File: src/shared/alu_pkg.sv
// package: special-register addresses, flag layout, opcodes for the datapath
package alu_pkg;
  localparam logic [7:0] ADDR_FLAGS = 8'hd0;
  localparam logic [7:0] ADDR_WORK = 8'he0;
  localparam logic [7:0] ADDR_MDOP = 8'hf0;
  localparam logic [7:0] RST_FLAGS = 8'h00;
  localparam logic [7:0] RST_WORK = 8'h00;
  localparam logic [7:0] RST_MDOP = 8'h00;
  localparam int BIT_CARRY = 7;
  localparam int BIT_HALF = 6;
  localparam int BIT_USER0 = 5;
  localparam int BIT_BS_HI = 4;
  localparam int BIT_BS_LO = 3;
  localparam int BIT_OVRUN = 2;
  localparam int BIT_USER1 = 1;
  localparam int BIT_PAR = 0;
  localparam logic [4:0] BANK_STRIDE = 5'h08;

  typedef enum logic [4:0] {
    OP_NOP = 5'b00000, OP_ADD = 5'b00001, OP_ADDC = 5'b00010, OP_SUBB = 5'b00011,
    OP_MUL = 5'b00100, OP_DIV = 5'b00101, OP_INC = 5'b00110, OP_DEC = 5'b00111,
    OP_DA = 5'b01000, OP_CJNE = 5'b01001, OP_AND = 5'b01010, OP_OR = 5'b01011,
    OP_XOR = 5'b01100, OP_CPL = 5'b01101, OP_RL = 5'b01110, OP_RLC = 5'b01111,
    OP_RR = 5'b10000, OP_RRC = 5'b10001, OP_SETB = 5'b10010, OP_CLRB = 5'b10011,
    OP_CPLB = 5'b10100, OP_JNB = 5'b10101, OP_JBC = 5'b10110, OP_MOVCB = 5'b10111,
    OP_MOVBC = 5'b11000, OP_SFRWR = 5'b11001, OP_LDA = 5'b11010
  } alu_op_e;

  // one request from the sequencer
  typedef struct packed {
    logic valid;
    alu_op_e op;
    logic [7:0] operand;
    logic [2:0] bit_sel;
    logic [7:0] reg_addr;
  } alu_req_s;

  // one result back to the sequencer
  typedef struct packed {
    logic valid;
    logic [7:0] result;
    logic [7:0] rd_data;
    logic branch;
    logic [4:0] bank_base;
  } alu_rsp_s;

  typedef struct packed {
    logic [7:0] work;
    logic [7:0] mdop;
    logic [7:0] flags;
    alu_rsp_s rsp;
  } alu_state_s;
endpackage

File: src/design/alu_datapath.sv
// 8-bit arithmetic, logic and bit datapath with work, operand and flag registers
module alu_datapath import alu_pkg::*; (
  input wire logic sys_clk,
  input wire logic resetn,
  input wire alu_req_s req,
  output alu_rsp_s rsp
);
  alu_state_s s_q, s_d;

  // ----------------------------------------------------------------
  // special-register read decode
  // ----------------------------------------------------------------
  function automatic logic [7:0] spc_rd(input logic [7:0] a, input alu_state_s s);
    if (a == ADDR_WORK) spc_rd = s.work;
    else if (a == ADDR_MDOP) spc_rd = s.mdop;
    else if (a == ADDR_FLAGS) spc_rd = s.flags;
    else spc_rd = 8'h00;
  endfunction

  // ----------------------------------------------------------------
  // next state
  // ----------------------------------------------------------------
  always_comb begin
    logic [8:0] sum;
    logic [4:0] nib;
    logic [15:0] prod;
    logic [7:0] src, bmask, w;
    logic cin, bitv;
    logic [8:0] da;
    sum = 9'h000;
    nib = 5'h00;
    prod = 16'h0000;
    da = 9'h000;
    src = 8'h00;
    bmask = 8'h00;
    w = 8'h00;
    cin = 1'b0;
    bitv = 1'b0;
    s_d = s_q;
    s_d.rsp.valid = 1'b0;
    s_d.rsp.branch = 1'b0;
    // the operand is taken straight from the request, not fetched through the read decode
    src = req.operand;
    bmask = 8'h01 << req.bit_sel;
    bitv = |(s_q.work & bmask);
    cin = s_q.flags[BIT_CARRY];
    if (req.valid) begin
      s_d.rsp.valid = 1'b1;
      s_d.rsp.rd_data = spc_rd(req.reg_addr, s_q);
      case (req.op)
        OP_ADD, OP_ADDC: begin
          if (req.op == OP_ADD) cin = 1'b0;
          sum = {1'b0, s_q.work} + {1'b0, src} + {8'h00, cin};
          nib = {1'b0, s_q.work[3:0]} + {1'b0, src[3:0]} + {4'h0, cin};
          s_d.work = sum[7:0];
          s_d.flags[BIT_CARRY] = sum[8];
          s_d.flags[BIT_HALF] = nib[4];
          s_d.flags[BIT_OVRUN] = (s_q.work[7] == src[7]) && (sum[7] != s_q.work[7]);
        end
        OP_SUBB, OP_CJNE: begin
          if (req.op == OP_CJNE) cin = 1'b0;
          sum = {1'b0, s_q.work} - {1'b0, src} - {8'h00, cin};
          nib = {1'b0, s_q.work[3:0]} - {1'b0, src[3:0]} - {4'h0, cin};
          s_d.flags[BIT_CARRY] = sum[8];
          if (req.op == OP_SUBB) begin
            s_d.work = sum[7:0];
            s_d.flags[BIT_HALF] = nib[4];
            s_d.flags[BIT_OVRUN] = (s_q.work[7] != src[7]) && (sum[7] != s_q.work[7]);
          end else begin
            s_d.rsp.branch = (s_q.work != src);
          end
        end
        OP_MUL: begin
          prod = {8'h00, s_q.work} * {8'h00, s_q.mdop};
          s_d.work = prod[7:0];
          s_d.mdop = prod[15:8];
          s_d.flags[BIT_CARRY] = 1'b0;
          s_d.flags[BIT_OVRUN] = |prod[15:8];
        end
        OP_DIV: begin
          s_d.flags[BIT_CARRY] = 1'b0;
          // divide by zero leaves both registers alone and flags overflow
          if (s_q.mdop == 8'h00) begin
            s_d.flags[BIT_OVRUN] = 1'b1;
          end else begin
            s_d.work = s_q.work / s_q.mdop;
            s_d.mdop = s_q.work % s_q.mdop;
            s_d.flags[BIT_OVRUN] = 1'b0;
          end
        end
        OP_INC: s_d.work = s_q.work + 8'h01;
        OP_DEC: s_d.work = s_q.work - 8'h01;
        OP_DA: begin
          da = {1'b0, s_q.work};
          if (da[3:0] > 4'h9 || s_q.flags[BIT_HALF]) da = da + 9'h006;
          if (da[8] || s_q.flags[BIT_CARRY] || da[7:4] > 4'h9) da = da + 9'h060;
          s_d.work = da[7:0];
          s_d.flags[BIT_CARRY] = s_q.flags[BIT_CARRY] | da[8];
        end
        OP_AND: s_d.work = s_q.work & src;
        OP_OR: s_d.work = s_q.work | src;
        OP_XOR: s_d.work = s_q.work ^ src;
        OP_CPL: s_d.work = ~s_q.work;
        OP_RL: s_d.work = {s_q.work[6:0], s_q.work[7]};
        OP_RR: s_d.work = {s_q.work[0], s_q.work[7:1]};
        OP_RLC: begin
          s_d.work = {s_q.work[6:0], cin};
          s_d.flags[BIT_CARRY] = s_q.work[7];
        end
        OP_RRC: begin
          s_d.work = {cin, s_q.work[7:1]};
          s_d.flags[BIT_CARRY] = s_q.work[0];
        end
        // bit operations act on the work register's bits
        OP_SETB: s_d.work = s_q.work | bmask;
        OP_CLRB: s_d.work = s_q.work & ~bmask;
        OP_CPLB: s_d.work = s_q.work ^ bmask;
        OP_JNB: s_d.rsp.branch = !bitv;
        OP_JBC: begin
          s_d.rsp.branch = bitv;
          s_d.work = s_q.work & ~bmask;
        end
        OP_MOVCB: s_d.flags[BIT_CARRY] = bitv;
        OP_MOVBC: s_d.work = cin ? (s_q.work | bmask) : (s_q.work & ~bmask);
        OP_LDA: s_d.work = src;
        OP_SFRWR: begin
          if (req.reg_addr == ADDR_WORK) s_d.work = src;
          else if (req.reg_addr == ADDR_MDOP) s_d.mdop = src;
          else if (req.reg_addr == ADDR_FLAGS) s_d.flags = src;
        end
        default: s_d.rsp.valid = 1'b1;
      endcase
    end
    // parity is derived, so a direct write cannot make it disagree
    w = s_d.work;
    s_d.flags[BIT_PAR] = ^w;
    s_d.rsp.result = s_d.work;
    s_d.rsp.bank_base = BANK_STRIDE * {3'b000, s_d.flags[BIT_BS_HI:BIT_BS_LO]};
  end

  // ----------------------------------------------------------------
  // state register
  // ----------------------------------------------------------------
  always_ff @(posedge sys_clk or negedge resetn) begin
    if (!resetn) begin
      s_q.work <= RST_WORK;
      s_q.mdop <= RST_MDOP;
      s_q.flags <= RST_FLAGS;
      s_q.rsp <= '0;
    end else begin
      s_q <= s_d;
    end
  end

  assign rsp = s_q.rsp;

  // ----------------------------------------------------------------
  // checks
  // ----------------------------------------------------------------
  property p_parity;
    @(posedge sys_clk) disable iff (!resetn) s_q.flags[BIT_PAR] == ^s_q.work;
  endproperty
  a_parity: assert property (p_parity) else $error("parity flag wrong");

  property p_bank;
    @(posedge sys_clk) disable iff (!resetn) rsp.bank_base == {s_q.flags[BIT_BS_HI:BIT_BS_LO], 3'b000};
  endproperty
  a_bank: assert property (p_bank) else $error("bank base wrong");

  property p_add;
    @(posedge sys_clk) disable iff (!resetn) req.valid && req.op == OP_ADD |=>
      {s_q.flags[BIT_CARRY], s_q.work} == {1'b0, $past(s_q.work)} + {1'b0, $past(req.operand)};
  endproperty
  a_add: assert property (p_add) else $error("add result wrong");

  property p_mul;
    @(posedge sys_clk) disable iff (!resetn) req.valid && req.op == OP_MUL |=>
      {s_q.mdop, s_q.work} == $past(s_q.work) * $past(s_q.mdop);
  endproperty
  a_mul: assert property (p_mul) else $error("multiply result wrong");

  property p_xor;
    @(posedge sys_clk) disable iff (!resetn) req.valid && req.op == OP_XOR |=>
      rsp.result == ($past(s_q.work) ^ $past(req.operand));
  endproperty
  a_xor: assert property (p_xor) else $error("xor result wrong");

  property p_jbc;
    @(posedge sys_clk) disable iff (!resetn) req.valid && req.op == OP_JBC |=>
      rsp.branch == |($past(s_q.work) & (8'h01 << $past(req.bit_sel)))
      && !(|(s_q.work & (8'h01 << $past(req.bit_sel))));
  endproperty
  a_jbc: assert property (p_jbc) else $error("bit branch wrong");

  property p_rd;
    @(posedge sys_clk) disable iff (!resetn) req.valid && req.reg_addr == ADDR_FLAGS |=>
      rsp.rd_data == $past(s_q.flags) && rsp.valid;
  endproperty
  a_rd: assert property (p_rd) else $error("flag read wrong");

  property p_wr;
    @(posedge sys_clk) disable iff (!resetn) req.valid && req.op == OP_SFRWR && req.reg_addr == ADDR_WORK |=>
      s_q.work == $past(req.operand);
  endproperty
  a_wr: assert property (p_wr) else $error("work write lost");

  property p_ov;
    @(posedge sys_clk) disable iff (!resetn) req.valid && req.op == OP_ADD && req.operand[7] == s_q.work[7] |=>
      s_q.flags[BIT_OVRUN] == (s_q.work[7] != $past(s_q.work[7]));
  endproperty
  a_ov: assert property (p_ov) else $error("overflow flag wrong");

  property p_idle;
    @(posedge sys_clk) disable iff (!resetn) !req.valid |=> !rsp.valid && $stable(s_q.flags[7:1]);
  endproperty
  a_idle: assert property (p_idle) else $error("state moved while idle");
endmodule

File: config.mk
export PLATFORM = sky130hd
export DESIGN_NAME = alu_datapath
export DESIGN_NICKNAME = d
export VERILOG_FILES = /design/src/shared/alu_pkg.sv /design/src/design/alu_datapath.sv
export SDC_FILE = /design/constraint.sdc
export NUM_CORES = 1
export LEC_CHECK = 0
export BUFFER_PORTS_ARGS = -buffer_cell sky130_fd_sc_hd__buf_2
export CAP_MARGIN = 40
export CORE_MARGIN = 2
export CORE_UTILIZATION = 50
export DETAILED_ROUTE_END_ITERATION = 10
export PLACE_DENSITY = 0.78
export RECOVER_POWER = 25
export SYNTH_ARGS = -nofsm -noshare
export SYNTH_HDL_FRONTEND = slang
export SYNTH_SLANG_ARGS = --single-unit
File: constraint.sdc
create_clock -name sys_clk -period 13.15 [get_ports sys_clk]
set_input_delay 0 -clock sys_clk [delete_from_list [all_inputs] [get_ports sys_clk]]
set_output_delay 0 -clock sys_clk [all_outputs]
set_load 0.005 [all_outputs]
==> results.py <==
metrics = {
    "synthesis": {
        "synth_edf_count": 0,
        "synthDistinctLibCells": 91,
        "ys_seq_area_share_pct": 9.60,
        "synthArstFlopShare_pct": 100,
        "syn_inst": 1158,
        "synth_flop_cell": "dfrtp_1",
        "ys_warn_count": 0,
        "syn_area_per_cell_um2": 7.65,
        "ys_ff_latch": 34,
        "syn-cell-area_mm2": 0.00886,
    },
    "detailed_routing": {
        "wirelength_um": 32700,
        "vias": 9262,
        "routed_via_density": 6.61,
        "wl_per_cell_um": 23.4,
        "drtIter0Drc": 1064,
        "ant_nets": 0,
        "remaining_drc_errors": 0,
        "drt-pass1-iter-count": 5,
    },
    "worst_setup_path": {
        "end_kind": "register",
        "slowest_delay_ns": 0.49,
        "worst_r2r_path_depth": 50,
        "cp.depth": 50,
        "cpLargestDelayFamily": "compound AO/OA/AOI/OAI gates",
        "critical_path.slowest_cell": "dfrtp_2",
        "cp_data_required_time_ns": 13.31,
        "start_kind": "register",
        "criticalPathCategory": "reg -> reg",
        "cp_num_buf_inv": 0,
        "cpMostUsedCell": "o21a_1",
        "worstPathArrival_ns": 12.77,
        "worstPathMaxFanout": 10,
    },
    "global_routing": {
        "overflow": 0,
        "grtUsageTotal_pct": 35.1,
        "grt_pass1_wl_um": 49600,
        "grt_pass1_vias": 8660,
        "grt_max_degree": 35,
        "antenna_found_initial": 0,
    },
    "placed_design": {
        "dp_cells": 1379,
        "routabilityCongestion": 1.06,
        "dp_hpwl_um": 25000,
        "post_dp_cell_area_mm2": 0.00916,
        "dp_slack_ns": -0.132,
        "io_buffer_count": 46,
    },
    "die": {
        "die_w_um": 137,
        "core_mm2": 0.0173,
        "die_h_um": 137,
        "initial_core_util_pct": 51.2,
        "fp-row-count": 48,
        "ios": 50,
        "die-area_mm2": 0.0188,
    },
    "sta": {
        "fin_skew_ns": 0.0100,
        "post-route-period-util_pct": 95.9,
        "setup_viol": 0,
        "period_minus_slack_ns": 12.61,
        "max_freq_mhz": 79.3,
        "tightest_slew_ns": 1.86,
        "slew_headroom_pct": -23.7,
        "fin_hold_ws_ns": 0.156,
        "finalSetupTns_ns": 0,
        "layout_setup_ws_ns": 0.541,
        "hold_viol": 0,
        "slew_viol_final": 35,
    },
    "layout": {
        "final_cells": 1401,
        "fin_nets": 1359,
        "final_cell_area_mm2": 0.00948,
        "syn_to_final_growth_pct": 7.02,
        "post-route-util_pct": 54.8,
        "nFillCells": 1679,
        "layout-drive-gt1-share_pct": 11.3,
    },
    "clock_tree": {
        "worst_skew_pair.late_latency_ns": 0.29,
        "root_buffer": "clkbuf_16",
        "cts_tree": "yes",
        "cts_max_level": 2,
        "clock-sinks": 34,
        "cts_buffers": 5,
        "path_clk_slew_ns": 0.06,
        "clk_path_buf_depth": 2,
    },
    "pwr": {
        "p_total_mw": 3.03,
        "powerDensity_mw_per_mm2": 320,
        "power.leakage_nw": 4.43,
        "vdd_drop_max_v": 0.000259,
    },
    "hold_path": {
        "hp-class": "in -> reg",
        "hold_path_depth": 3,
    },
    "run_status": {
        "status": "finished with violations",
        "violations": "max-capacitance violations, max-slew violations",
    },
    "flow_run": {
        "maxCapViolCount": 1,
    },
}
tightest hold or removal path: cells and delay by family:
| kind | cells | cell delay [ns] |
|---|---|---|
| AO/OA/AOI/OAI | 2 | 0.22 |
| buffers and inverters | 1 | 0.18 |
cell families (layout without fill, tap and decap cells):
logic type      after synthesis  count (layout)  synth area share [%]
compound gates              303             305                  23.7
xor+xnor                     59              59                  5.99
fa+ha+maj                   157             157                  25.7
buf+inv                     170             183                  8.60
flops                        34              34                  9.60
mux                          33              33                  4.22
other cells                   1               4                0.0423
simple gates                401             401                  22.1
area by class of cell:
class	instances	area [um^2]	area share (%)
tap	225	282	2.97
clock inverter	1	30.0	0.317
sequential	34	855	9.01
multi-input combinational	958	7330	77.3
timing repair buffer	84	495	5.23
inverter	92	345	3.64
antenna	1	2.50	0.0264
clock buffer	6	139	1.46
cells in the final DEF (no fill, tap or decap), types with 15 or more instances in the layout:
master	count
a21o_1	20
a21oi_1	60
buf_2	37
buf_4	34
dfrtp_1	31
fa_1	42
ha_1	115
inv_1	84
nand2_1	111
nand2b_1	15
nand3_1	24
nor2_1	122
nor3_1	32
o21a_1	17
o21ai_0	59
xnor2_1	40
xor2_1	18
final timing paths:
path	startpoint	to	slack (ns)
setup / recovery	s_q[37]	s_q[23]	0.54
hold / removal	req[17]	s_q[29]	0.16
setup reg to reg	s_q[37]	s_q[23]	0.54
hold reg to reg	s_q[24]	s_q[24]	0.51
max in group asynchronous	resetn	s_q[36]	11.19
min in group asynchronous	resetn	rsp[10]	0.75
layer usage:
layer / part of all wire [%] / vias up / global-route usage, %
li1: - / 4172 / -
met1: 39 / 4342 / 45.0
met2: 44 / 586 / 53.8
met3: 10 / 162 / 7.19
met4: 7.1 / 0 / 21.9
met5: 0 / - / 0
what timing repair did:
action,4_1_cts,5_1_grt
endpoints found under the hold margin,34,0
setup buffers,0,11
cloned,0,2
pin swaps,0,4
resized for setup,1,11
hold buffers,1,0
setup endpoints to repair,1,10
cells in the mapped netlist, types with 14 or more instances:
library cell    n  area (um^2)
mux2_2         14          158
xnor2_1        40          350
nand2b_1       15         93.8
ha_1          115         1440
clkbuf_1       29          109
o21ai_0        59          295
xor2_1         18          158
nor3_1         32          160
inv_1          84          315
nor2_1        123          462
fa_1           42          841
o21a_1         17          128
dfrtp_1        34          851
nand3_1        24          120
nand2_1       111          417
a21o_1         20          150
a21oi_1        60          300
buf_4          23          173
buf_2          18         90.1
report_power, final:
part	switching, mW	internal, mW	total, mW
logic	1.60	1.12	2.71
clock network	0.0463	0.0935	0.140
registers	0.0453	0.132	0.177
registers in the layout, indices dropped and copies added, names as in the netlist:
| name | count |
|---|---|
| s_q | 14 |
| rsp | 20 |
(Power assumes the default switching activity.)
